### src/design/pll_power_pkg.sv
// constants, types and register map of the clock and power-mode controller
package pll_power_pkg;

  localparam int unsigned CLK_PERIOD_NS = 100;
  localparam logic [10:0] PLL_MULT      = 11'd1275;

  // register byte addresses
  localparam logic [31:0] ADDR_POW_KEY1  = 32'hFFFF_0404;
  localparam logic [31:0] ADDR_POW_CFG   = 32'hFFFF_0408;
  localparam logic [31:0] ADDR_POW_KEY2  = 32'hFFFF_040C;
  localparam logic [31:0] ADDR_CLK_KEY1  = 32'hFFFF_0410;
  localparam logic [31:0] ADDR_CLK_CFG   = 32'hFFFF_0414;
  localparam logic [31:0] ADDR_CLK_KEY2  = 32'hFFFF_0418;
  localparam logic [31:0] ADDR_IRQ_STAT  = 32'hFFFF_0420;
  localparam logic [31:0] ADDR_IRQ_MASK  = 32'hFFFF_0424;
  localparam logic [31:0] ADDR_BLK_STATE = 32'hFFFF_0428;

  // key values
  localparam logic [15:0] CLK_KEY1_VAL = 16'h00AA;
  localparam logic [15:0] CLK_KEY2_VAL = 16'h0055;
  localparam logic [15:0] POW_KEY1_VAL = 16'h0001;
  localparam logic [15:0] POW_KEY2_VAL = 16'h00F4;

  // field positions and reset values
  localparam int unsigned SLOW_OSC_SELECT_BIT  = 5;
  localparam int unsigned CLOCK_SOURCE_MODE_LSB = 0;
  localparam int unsigned PC_LSB    = 4;
  localparam int unsigned CD_LSB    = 0;
  localparam logic [7:0]  CLK_CFG_RST = 8'h21;
  localparam logic [7:0]  POW_CFG_RST = 8'h03;

  // clock mode and pin function codes
  localparam logic [1:0] CLOCK_SOURCE_MODE_PLL      = 2'b01;
  localparam logic [1:0] CLOCK_SOURCE_MODE_EXT      = 2'b11;
  localparam logic [1:0] PIN_FUNC_EXTERNAL_CLOCK_INPUT  = 2'h2;
  localparam logic [1:0] PIN_FUNC_CORE_CLOCK_OUT_PIN  = 2'h3;

  // interrupt status bits
  localparam int unsigned IRQ_W        = 3;
  localparam int unsigned IRQ_LOCK_BIT = 0;
  localparam int unsigned IRQ_WAKE_BIT = 1;
  localparam int unsigned IRQ_KEY_BIT  = 2;

  // wake latencies, as printed, and cycle counts
  localparam int unsigned WAKE_FAST_NS  = 24;
  localparam int unsigned WAKE_SLOW_NS  = 3060;
  localparam int unsigned WAKE_SLEEP_NS = 1580000;
  localparam int unsigned WAKE_STOP_NS  = 1700000;
  localparam int unsigned WAKE_SLOW_CYC  = (WAKE_SLOW_NS + CLK_PERIOD_NS - 1) / CLK_PERIOD_NS;
  localparam int unsigned WAKE_SLEEP_CYC = (WAKE_SLEEP_NS + CLK_PERIOD_NS - 1) / CLK_PERIOD_NS;
  localparam int unsigned WAKE_STOP_CYC  = (WAKE_STOP_NS + CLK_PERIOD_NS - 1) / CLK_PERIOD_NS;

  typedef enum logic [2:0] {
    PM_ACTIVE = 3'b000,
    PM_PAUSE  = 3'b001,
    PM_NAP    = 3'b010,
    PM_SLEEP  = 3'b011,
    PM_STOP   = 3'b100
  } power_mode_t;

  typedef struct packed {
    logic       slow_osc_select;
    logic [1:0] clock_source_mode;
  } clk_cfg_t;

  typedef struct packed {
    power_mode_t power_mode_field;
    logic [2:0]  core_divider_select;
  } pow_cfg_t;

  typedef struct packed {
    logic core;
    logic periph;
    logic pll;
    logic xtal_timer;
    logic ext_irq;
  } domain_gate_t;

endpackage : pll_power_pkg

### src/design/core_clock_divider.sv
// binary core clock divider, tick and square output
`timescale 1ns/1ps
`default_nettype none
module core_clock_divider
  import pll_power_pkg::*;
(
  // clock and reset
  input  wire logic       pclk,
  input  wire logic       presetn,
  // control
  input  wire logic       run,
  input  wire logic [2:0] core_divider_select,
  // outputs
  output logic            tick,
  output logic            clk_out
);

  logic [6:0] count_r;
  logic       clk_out_r;
  logic [6:0] limit;

  // one tick every 2^cd cycles, each code halves the rate
  assign limit = 7'((8'h01 << core_divider_select) - 8'h01);
  assign tick  = run && (count_r >= limit);
  assign clk_out = clk_out_r;

  // counter stops while halted so the pin freezes too
  always_ff @(posedge pclk or negedge presetn) begin
    if (!presetn) begin
      count_r   <= 7'h00;
      clk_out_r <= 1'b0;
    end else if (tick) begin
      count_r   <= 7'h00;
      clk_out_r <= ~clk_out_r;
    end else if (run) begin
      count_r   <= count_r + 7'h01;
    end
  end

endmodule : core_clock_divider
`default_nettype wire

### src/design/pll_clock_power_control.sv
// clock source, power mode and key-protected register controller
//
// The APB interface to the registers was decided locally.
`timescale 1ns/1ps
`default_nettype none
module pll_clock_power_control
  import pll_power_pkg::*;
#(
  parameter int unsigned SLEEP_WAKE_CYCLES = WAKE_SLEEP_CYC,
  parameter int unsigned STOP_WAKE_CYCLES  = WAKE_STOP_CYC,
  parameter int unsigned WAKE_CNT_W        = 16
) (
  // apb clock and reset
  input  wire logic        pclk,
  input  wire logic        presetn,
  // apb slave
  input  wire logic        psel,
  input  wire logic        penable,
  input  wire logic        pwrite,
  input  wire logic [31:0] paddr,
  input  wire logic [31:0] pwdata,
  output logic [31:0]      prdata,
  output logic             pready,
  output logic             pslverr,
  // asynchronous status and wake sources
  input  wire logic        pll_locked,
  input  wire logic [3:0]  ext_irq,
  input  wire logic        wakeup_timer_irq,
  // shared pin function from port logic
  input  wire logic [1:0]  pin_function,
  // shared clock pin
  input  wire logic        external_clock_input,
  output logic             core_clock_out_pin,
  output logic             core_clock_out_oe,
  // clock generation control
  output logic [10:0]      pll_multiplier,
  output logic             slow_osc_select,
  output logic [1:0]       clock_source_mode,
  output logic             ext_clock_in_use,
  output logic             core_clk_enable,
  output logic             core_tick,
  // domain gates
  output domain_gate_t     domain_gate,
  // interrupt
  output logic             irq
);

  if (SLEEP_WAKE_CYCLES < 1 || SLEEP_WAKE_CYCLES >= (1 << WAKE_CNT_W) ||
      STOP_WAKE_CYCLES < 1 || STOP_WAKE_CYCLES >= (1 << WAKE_CNT_W)) begin : g_bad_cfg
    $error("wake cycle counts must fit the wake counter and be nonzero");
  end

  typedef enum logic [2:0] {
    K_IDLE     = 3'b000,
    K_CLK_OPEN = 3'b001,
    K_CLK_HELD = 3'b010,
    K_POW_OPEN = 3'b011,
    K_POW_HELD = 3'b100
  } key_state_t;

  typedef enum logic [1:0] {
    PW_RUN  = 2'b00,
    PW_LOW  = 2'b01,
    PW_WAKE = 2'b10
  } pw_state_t;

  // wake latency for pause and nap grows with the divider
  function automatic logic [WAKE_CNT_W-1:0] nap_wake_cycles(input logic [2:0] cd);
    int unsigned ns;
    int unsigned cyc;
    ns  = WAKE_FAST_NS << cd;
    cyc = (ns + CLK_PERIOD_NS - 1) / CLK_PERIOD_NS;
    if (cd == 3'h7) begin
      cyc = WAKE_SLOW_CYC;
    end
    if (cyc < 1) begin
      cyc = 1;
    end
    return WAKE_CNT_W'(cyc);
  endfunction : nap_wake_cycles

  // domains kept alive in each power mode
  function automatic domain_gate_t mode_gate(input power_mode_t pm);
    domain_gate_t g;
    g = '0;
    unique case (pm)
      PM_ACTIVE: g = '{core: 1'b1, periph: 1'b1, pll: 1'b1, xtal_timer: 1'b1, ext_irq: 1'b1};
      PM_PAUSE:  g = '{core: 1'b0, periph: 1'b1, pll: 1'b1, xtal_timer: 1'b1, ext_irq: 1'b1};
      PM_NAP:    g = '{core: 1'b0, periph: 1'b0, pll: 1'b1, xtal_timer: 1'b1, ext_irq: 1'b1};
      PM_SLEEP:  g = '{core: 1'b0, periph: 1'b0, pll: 1'b0, xtal_timer: 1'b1, ext_irq: 1'b1};
      PM_STOP:   g = '{core: 1'b0, periph: 1'b0, pll: 1'b0, xtal_timer: 1'b0, ext_irq: 1'b1};
      default:   g = '{core: 1'b1, periph: 1'b1, pll: 1'b1, xtal_timer: 1'b1, ext_irq: 1'b1};
    endcase
    return g;
  endfunction : mode_gate

  // state
  clk_cfg_t              clk_cfg_r;
  clk_cfg_t              clk_act_r;
  pow_cfg_t              pow_cfg_r;
  key_state_t            key_st_r;
  key_state_t            key_st_nxt;
  logic [7:0]            held_r;
  pw_state_t             pw_st_r;
  logic [WAKE_CNT_W-1:0] wake_cnt_r;
  logic [IRQ_W-1:0]      irq_stat_r;
  logic [IRQ_W-1:0]      irq_mask_r;
  logic [5:0]            sync1_r;
  logic [5:0]            sync2_r;
  logic [5:0]            sync3_r;
  logic [5:0]            filt_r;
  logic                  lock_prev_r;
  logic [31:0]           prdata_r;
  logic                  slverr_r;

  // apb decode
  logic        setup;
  logic        wr;
  logic [15:0] wkey;
  logic        hit_pk1;
  logic        hit_pcfg;
  logic        hit_pk2;
  logic        hit_ck1;
  logic        hit_ccfg;
  logic        hit_ck2;
  logic        hit_stat;
  logic        hit_mask;
  logic        hit_state;
  logic        mapped;

  assign setup     = psel && !penable;
  assign wr        = psel && penable && pwrite;
  assign wkey      = pwdata[15:0];
  assign hit_pk1   = (paddr == ADDR_POW_KEY1);
  assign hit_pcfg  = (paddr == ADDR_POW_CFG);
  assign hit_pk2   = (paddr == ADDR_POW_KEY2);
  assign hit_ck1   = (paddr == ADDR_CLK_KEY1);
  assign hit_ccfg  = (paddr == ADDR_CLK_CFG);
  assign hit_ck2   = (paddr == ADDR_CLK_KEY2);
  assign hit_stat  = (paddr == ADDR_IRQ_STAT);
  assign hit_mask  = (paddr == ADDR_IRQ_MASK);
  assign hit_state = (paddr == ADDR_BLK_STATE);
  assign mapped    = hit_pk1 | hit_pcfg | hit_pk2 | hit_ck1 | hit_ccfg | hit_ck2 |
                     hit_stat | hit_mask | hit_state;

  // key sequencing: key1, protected write, key2 with no other write between
  logic open_clk;
  logic open_pow;
  logic clk_commit;
  logic pow_commit;
  logic key_fault;

  assign open_clk = hit_ck1 && (wkey == CLK_KEY1_VAL);
  assign open_pow = hit_pk1 && (wkey == POW_KEY1_VAL);
  assign clk_commit = wr && (key_st_r == K_CLK_HELD) && hit_ck2 && (wkey == CLK_KEY2_VAL);
  assign pow_commit = wr && (key_st_r == K_POW_HELD) && hit_pk2 && (wkey == POW_KEY2_VAL);

  always_comb begin
    key_st_nxt = key_st_r;
    key_fault  = 1'b0;
    if (wr) begin
      key_st_nxt = open_clk ? K_CLK_OPEN : (open_pow ? K_POW_OPEN : K_IDLE);
      unique case (key_st_r)
        K_IDLE: begin
          key_fault = hit_ccfg | hit_pcfg;
        end
        K_CLK_OPEN: begin
          if (hit_ccfg) begin
            key_st_nxt = K_CLK_HELD;
          end else begin
            key_fault = 1'b1;
          end
        end
        K_POW_OPEN: begin
          if (hit_pcfg) begin
            key_st_nxt = K_POW_HELD;
          end else begin
            key_fault = 1'b1;
          end
        end
        K_CLK_HELD, K_POW_HELD: begin
          key_fault = !(clk_commit || pow_commit);
        end
        default: begin
          key_st_nxt = K_IDLE;
        end
      endcase
    end
  end

  // held value waits for the closing key before it lands
  always_ff @(posedge pclk or negedge presetn) begin
    if (!presetn) begin
      key_st_r <= K_IDLE;
      held_r   <= 8'h00;
    end else begin
      key_st_r <= key_st_nxt;
      if (wr && (hit_ccfg || hit_pcfg)) begin
        held_r <= pwdata[7:0];
      end
    end
  end

  // committed configuration; reserved power codes leave the mode alone
  logic        pc_legal;
  power_mode_t pc_held;

  assign pc_held  = power_mode_t'(held_r[PC_LSB +: 3]);
  assign pc_legal = (held_r[PC_LSB +: 3] <= PM_STOP);

  always_ff @(posedge pclk or negedge presetn) begin
    if (!presetn) begin
      clk_cfg_r <= clk_cfg_t'({CLK_CFG_RST[SLOW_OSC_SELECT_BIT], CLK_CFG_RST[CLOCK_SOURCE_MODE_LSB +: 2]});
      pow_cfg_r <= pow_cfg_t'({POW_CFG_RST[PC_LSB +: 3], POW_CFG_RST[CD_LSB +: 3]});
    end else begin
      if (clk_commit) begin
        clk_cfg_r.slow_osc_select   <= held_r[SLOW_OSC_SELECT_BIT];
        clk_cfg_r.clock_source_mode <= held_r[CLOCK_SOURCE_MODE_LSB +: 2];
      end
      if (pow_commit) begin
        pow_cfg_r.core_divider_select <= held_r[CD_LSB +: 3];
        if (pc_legal) begin
          pow_cfg_r.power_mode_field <= pc_held;
        end
      end else if (pw_st_r == PW_WAKE && wake_cnt_r == '0) begin
        pow_cfg_r.power_mode_field <= PM_ACTIVE;
      end
    end
  end

  // pin inputs: three flops, a rise counts once stages two and three agree, a fall as soon as they differ
  logic [5:0] pins;
  logic       lock_ok;
  logic [3:0] irq_pins;
  logic       timer_pin;

  assign pins      = {wakeup_timer_irq, ext_irq, pll_locked};
  assign lock_ok   = filt_r[0];
  assign irq_pins  = filt_r[4:1];
  assign timer_pin = filt_r[5];

  always_ff @(posedge pclk or negedge presetn) begin
    if (!presetn) begin
      sync1_r <= 6'h00;
      sync2_r <= 6'h00;
      sync3_r <= 6'h00;
      filt_r  <= 6'h00;
    end else begin
      sync1_r <= pins;
      sync2_r <= sync1_r;
      sync3_r <= sync2_r;
      filt_r  <= (sync2_r & sync3_r) | (filt_r & ~(sync2_r ^ sync3_r));
    end
  end

  // power sequencing: enter low power, wait for a wake source, count latency
  power_mode_t           pm;
  logic                  wake_src;
  logic [WAKE_CNT_W-1:0] wake_load;

  assign pm = pow_cfg_r.power_mode_field;
  assign wake_src = (pm == PM_STOP) ? (|irq_pins) : ((|irq_pins) | timer_pin);
  assign wake_load = (pm == PM_SLEEP) ? WAKE_CNT_W'(SLEEP_WAKE_CYCLES - 1) :
                     (pm == PM_STOP)  ? WAKE_CNT_W'(STOP_WAKE_CYCLES - 1) :
                     nap_wake_cycles(pow_cfg_r.core_divider_select) - 1'b1;

  always_ff @(posedge pclk or negedge presetn) begin
    if (!presetn) begin
      pw_st_r    <= PW_RUN;
      wake_cnt_r <= '0;
      clk_act_r  <= clk_cfg_t'({CLK_CFG_RST[SLOW_OSC_SELECT_BIT], CLK_CFG_RST[CLOCK_SOURCE_MODE_LSB +: 2]});
    end else begin
      unique case (pw_st_r)
        PW_RUN: begin
          if (pm != PM_ACTIVE) begin
            pw_st_r   <= PW_LOW;
            clk_act_r <= clk_cfg_r;
          end
        end
        PW_LOW: begin
          if (wake_src) begin
            pw_st_r    <= PW_WAKE;
            wake_cnt_r <= wake_load;
          end
        end
        PW_WAKE: begin
          if (wake_cnt_r == '0) begin
            pw_st_r <= PW_RUN;
          end else begin
            wake_cnt_r <= wake_cnt_r - 1'b1;
          end
        end
        default: begin
          pw_st_r <= PW_RUN;
        end
      endcase
    end
  end

  // domain gating; during wake the clocks restart but the core stays held
  domain_gate_t wake_gate;

  assign wake_gate = '{core: 1'b0, periph: 1'b0, pll: 1'b1, xtal_timer: 1'b1, ext_irq: 1'b1};
  assign domain_gate = (pw_st_r == PW_WAKE) ? wake_gate :
                       (pw_st_r == PW_LOW)  ? mode_gate(pm) : mode_gate(PM_ACTIVE);

  // core clock: halted three cycles after the pll loses lock, while the filtered lock is low
  logic div_tick;
  logic div_clk;

  assign core_clk_enable = domain_gate.core && lock_ok;

  core_clock_divider u_div (
    .pclk                (pclk),
    .presetn             (presetn),
    .run                 (core_clk_enable),
    .core_divider_select (pow_cfg_r.core_divider_select),
    .tick                (div_tick),
    .clk_out             (div_clk)
  );

  assign core_tick = div_tick;

  // clock source; external clock only honoured with the pin in function two
  assign pll_multiplier    = PLL_MULT;
  assign slow_osc_select   = clk_act_r.slow_osc_select;
  assign clock_source_mode = clk_act_r.clock_source_mode;
  assign ext_clock_in_use  = (clk_act_r.clock_source_mode == CLOCK_SOURCE_MODE_EXT) &&
                             (pin_function == PIN_FUNC_EXTERNAL_CLOCK_INPUT);

  // shared pin drives the core clock only in its output function
  assign core_clock_out_pin = div_clk;
  assign core_clock_out_oe  = (pin_function == PIN_FUNC_CORE_CLOCK_OUT_PIN);

  // interrupt events; a set in the clear cycle wins
  logic [IRQ_W-1:0] irq_set;
  logic [IRQ_W-1:0] irq_clr;
  logic [IRQ_W-1:0] irq_ready;
  logic             lock_fall;
  logic             wake_done;

  assign lock_fall = lock_prev_r && !lock_ok;
  assign wake_done = (pw_st_r == PW_WAKE) && (wake_cnt_r == '0);
  assign irq_set   = IRQ_W'({key_fault, wake_done, lock_fall});
  assign irq_clr   = (wr && hit_stat) ? pwdata[IRQ_W-1:0] : '0;
  // lock loss is only offered once lock is back
  assign irq_ready = {2'b11, lock_ok};
  assign irq       = |(irq_stat_r & irq_mask_r & irq_ready);

  always_ff @(posedge pclk or negedge presetn) begin
    if (!presetn) begin
      lock_prev_r <= 1'b0;
      irq_stat_r  <= '0;
      irq_mask_r  <= '0;
    end else begin
      lock_prev_r <= lock_ok;
      irq_stat_r  <= (irq_stat_r & ~irq_clr) | irq_set;
      if (wr && hit_mask) begin
        irq_mask_r <= pwdata[IRQ_W-1:0];
      end
    end
  end

  // read data formed in setup so the access phase answers at once
  logic [31:0] rd_mux;
  logic [31:0] state_word;

  assign state_word = {22'h000000, ext_clock_in_use, pw_st_r, pm,
                       clk_act_r.slow_osc_select, clk_act_r.clock_source_mode, lock_ok};
  assign rd_mux = hit_ccfg  ? {24'h000000, 2'b00, clk_cfg_r.slow_osc_select, 3'b000,
                               clk_cfg_r.clock_source_mode} :
                  hit_pcfg  ? {24'h000000, 1'b0, pm, 1'b0, pow_cfg_r.core_divider_select} :
                  hit_stat  ? {29'h00000000, irq_stat_r} :
                  hit_mask  ? {29'h00000000, irq_mask_r} :
                  hit_state ? state_word : 32'h00000000;

  always_ff @(posedge pclk or negedge presetn) begin
    if (!presetn) begin
      prdata_r <= 32'h00000000;
      slverr_r <= 1'b0;
    end else if (setup) begin
      prdata_r <= pwrite ? 32'h00000000 : rd_mux;
      slverr_r <= !mapped;
    end
  end

  assign prdata  = prdata_r;
  assign pready  = 1'b1;
  assign pslverr = psel && penable && slverr_r;

endmodule : pll_clock_power_control
`default_nettype wire

### config.mk
export PLATFORM = sky130hd
export DESIGN_NAME = pll_clock_power_control
export DESIGN_NICKNAME = d
export VERILOG_FILES = /design/src/design/pll_power_pkg.sv /design/src/design/core_clock_divider.sv /design/src/design/pll_clock_power_control.sv
export SDC_FILE = /design/constraint.sdc
export NUM_CORES = 1
export LEC_CHECK = 0
export ABC_AREA = 1
export BUFFER_PORTS_ARGS = -buffer_cell sky130_fd_sc_hd__buf_2
export CORE_MARGIN = 3
export CORE_UTILIZATION = 52
export CTS_BUF_LIST = sky130_fd_sc_hd__clkbuf_8
export CTS_CLUSTER_DIAMETER = 40
export DETAILED_ROUTE_END_ITERATION = 8
export MAX_ROUTING_LAYER = met4
export PLACE_DENSITY = 0.88
export RECOVER_POWER = 50
export SETUP_SLACK_MARGIN = 0.5
export SLEW_MARGIN = 20
export SYNTH_ARGS = -nofsm -noshare
export SYNTH_HDL_FRONTEND = slang
export SYNTH_SLANG_ARGS = --single-unit
### constraint.sdc
create_clock -name pclk -period 6.35 [get_ports pclk]
set_input_delay 0.635 -clock pclk [delete_from_list [all_inputs] [get_ports pclk]]
set_output_delay 0.635 -clock pclk [all_outputs]
set_load 0.02 [all_outputs]
==> impl_metrics.json <==
{
  "cts_root_buf": "clkbuf_8",
  "hold_viol": 0,
  "routed_wl_um": 18230,
  "powerDensity_nw_per_um2": 201.2,
  "rsz0062_at_grt": "yes",
  "dominantRegCellSynth": "dfrtp_1",
  "syn_area_per_cell_um2": 7.186,
  "fin_hold_ws_ns": 0.2041,
  "start_util_pct": 54.07,
  "slowest_stage": "dfstp_2",
  "yosysTopAreaCell": "dfrtp_1",
  "finalInstanceArea_um2": 8486,
  "tritoncts": "done",
  "slew_violations": 82,
  "grt_usage_pct": 24.30,
  "min_period_over_period_pct": 99.14,
  "grt_antenna_before_repair": 0,
  "area_delta_synth_final_pct": 22.37,
  "criticalPathCategory": "reg -> reg",
  "async_reset_ff_share_pct": 100.0,
  "cpPeakStageDelay_ns": 0.58,
  "die_y_um": 121.5,
  "ys.warnings.count": 0,
  "avgViaCountPerCell": 5.414,
  "ys_ff_latch": 89,
  "grt_pass1_wl_um": 28800,
  "cp_max_fo": 8,
  "synth_edf_count": 0,
  "io_buffers": 84,
  "overflow": 0,
  "post-route-drc-count": 0,
  "grt_pass1_vias": 6515,
  "status": "finished with violations",
  "cts_hold_buf": 0,
  "cp_common_cell": "nand2_1",
  "synth-seq-area-share_pct": 32.23,
  "syn_area_um2": 6934,
  "end_kind": "flop",
  "synth_cell_types": 55,
  "dpl.hpwl_um": 12750,
  "ant_nets": 0,
  "clock.fmax_mhz": 158.9,
  "fin_skew_ns": 0.01188,
  "failed_checks": "max-capacitance violations, max-slew violations",
  "drt_iter0_drc": 551,
  "io_pins": 137,
  "cap_violations": 1,
  "design.die.area_um2": 14760,
  "grt_max_degree": 82,
  "worstMarginPinSlew_ns": 4.177,
  "final_layout_size_suffix_gt1_share_pct": 26.96,
  "required_ns": 6.63,
  "die_x_um": 121.5,
  "fill_cells": 1011,
  "cp.arrival_ns": 6.58,
  "place_area_um2": 7745,
  "setup_viol": 0,
  "synth.top_cell.area_share_pct": 29.95,
  "cts_buffers": 9,
  "nNetsFinal": 1231,
  "antenna-diode-count": 0,
  "relSlewSlack_pct": -178.5,
  "cts.sinks": 89,
  "startpoint_type": "flop",
  "yosysMostFrequentCell": "nand2_1",
  "period_minus_slack_ns": 6.295,
  "rows": 41,
  "clk_pin_slew_ns": 0.09,
  "routed-via-count": 7016,
  "synth_area_leaders": "dfrtp_1, nand2_1, inv_1, ha_1, nor2_1",
  "cts_max_level": 3,
  "avgRoutedWirePerCell_um": 14.07,
  "cts_buffer_depth": 2,
  "vdd_drop_max_uv": 181.6,
  "coreArea_um2": 12820,
  "hp-class": "in -> async",
  "gp_congestion": 1.002,
  "synthTopCellsByCount": "nand2_1, inv_1, nor2_1",
  "clk_latency_ns": 0.37,
  "drt_first_pass_iters": 5,
  "syn_inst": 965,
  "p_leak_nw": 4.326
}
[metrics by stage]
| stage | util (%) | total power [mW] | instances | setup TNS, ns | setup WS (ns) |
|---|---|---|---|---|---|
| after floorplan | - | 1.155 | 999 | 0 | 0.7209 |
| after global placement | 60.39 | 1.278 | 1253 | 0 | 0.05381 |
| after detailed placement | 60.39 | 1.298 | 1253 | -0.1103 | -0.1103 |
| after CTS | 63.83 | 1.692 | 1286 | 0 | 0.2350 |
| after global routing | 66.17 | 1.822 | 1296 | -1.112 | -0.3298 |
| final | 66.17 | 1.708 | 1296 | 0 | 0.05478 |
[final timing paths]
| path | from | end | slack [ns] | cells after the start |
|---|---|---|---|---|
| worst min-delay path | presetn | wake_cnt_r[3] | 0.20 | 1 |
| worst min register to register | sync1_r[1] | sync2_r[1] | 0.36 | 0 |
| worst max-delay path | pow_cfg_r[1] | wake_cnt_r[6] | 0.05 | 46 |
| min in group pclk | sync1_r[1] | sync2_r[1] | 0.36 | 0 |
| worst max register to register | pow_cfg_r[1] | wake_cnt_r[6] | 0.05 | 46 |
| max in group asynchronous | presetn | filt_r[2] | 1.77 | 2 |
[registers in the layout, summed over array words and instances (netlist names), 6 cells and up]
register       flops
filt_r             6
held_r             6
prdata            10
sync1_r            6
sync2_r            6
sync3_r            6
u_div.count_r      7
wake_cnt_r        16
[per-layer routing]
layer  vias to the layer above  wire, um  global-route usage [%]
met5                         -         0                       -
met4                         0       502                   7.563
met3                        50      1141                   4.382
met2                       284      9213                   41.83
met1                      3281      7377                   29.03
li1                       3401         -                       -
[kinds of logic (layout without fill, tap and decap cells)]
kind of cell               Yosys count  after routing  synth area share (%)
adders and majority gates           34             34                 6.135
AOI/OAI and AO/OA                  145            145                 12.22
and+or+nand+nor                    483            483                 33.94
xor gates and xnor gates            18             18                 2.274
buffers and inverters              191            316                 12.61
muxes                                3              3                0.4872
DFF                                 89             89                 32.23
other                                2             36                0.1083
[power by group]
group | total, mW | switching (mW) | internal, mW
clock network | 0.388 | 0.198 | 0.190
registers | 0.720 | 0.0670 | 0.653
logic | 0.600 | 0.418 | 0.182
[worst max-delay path: cells and delay by family (launching register included)]
| kind | cells | cell delay (ns) |
|---|---|---|
| flops | 1 | 0.58 |
| simple gates | 30 | 3.39 |
| compound gates | 5 | 0.72 |
| fa+ha+maj | 5 | 1.14 |
| buf+inv | 6 | 0.36 |
[layout by cell type (no fill, tap or decap), types with 12 or more instances in the layout]
cell type | netlist | layout
nor2_1 | 97 | 88
nor4_1 | 13 | 13
xor2_1 | 16 | 15
inv_1 | 138 | 131
inv_2 | 5 | 12
buf_4 | 35 | 63
a21oi_1 | 24 | 22
conb_1 | 2 | 36
ha_1 | 34 | 28
nand3_1 | 66 | 58
nand4_1 | 24 | 24
dfrtp_1 | 83 | 83
nor3_1 | 22 | 21
o21ai_0 | 71 | 68
nand2_4 | 9 | 23
nand2_2 | 25 | 30
buf_2 | 1 | 83
nand2_1 | 201 | 181
[layout make-up]
cell class	count	area (um^2)	share of cell area (%)
repair buffers	155	974.7	11.49
multi-input cells	719	4313	50.83
well taps	172	215.2	2.536
clock inverters	6	60.06	0.7078
flip-flops and latches	89	2235	26.33
clock buffers	10	137.6	1.622
inverters	145	550.5	6.488
[timing repair]
| action | CTS | global route |
|---|---|---|
| pin swaps | 38 | 23 |
| resized for setup | 37 | 54 |
| buffers inserted | 17 | 10 |
| setup endpoints to repair | 4 | 13 |
Note: power is estimated with default switching activity, not from simulation.
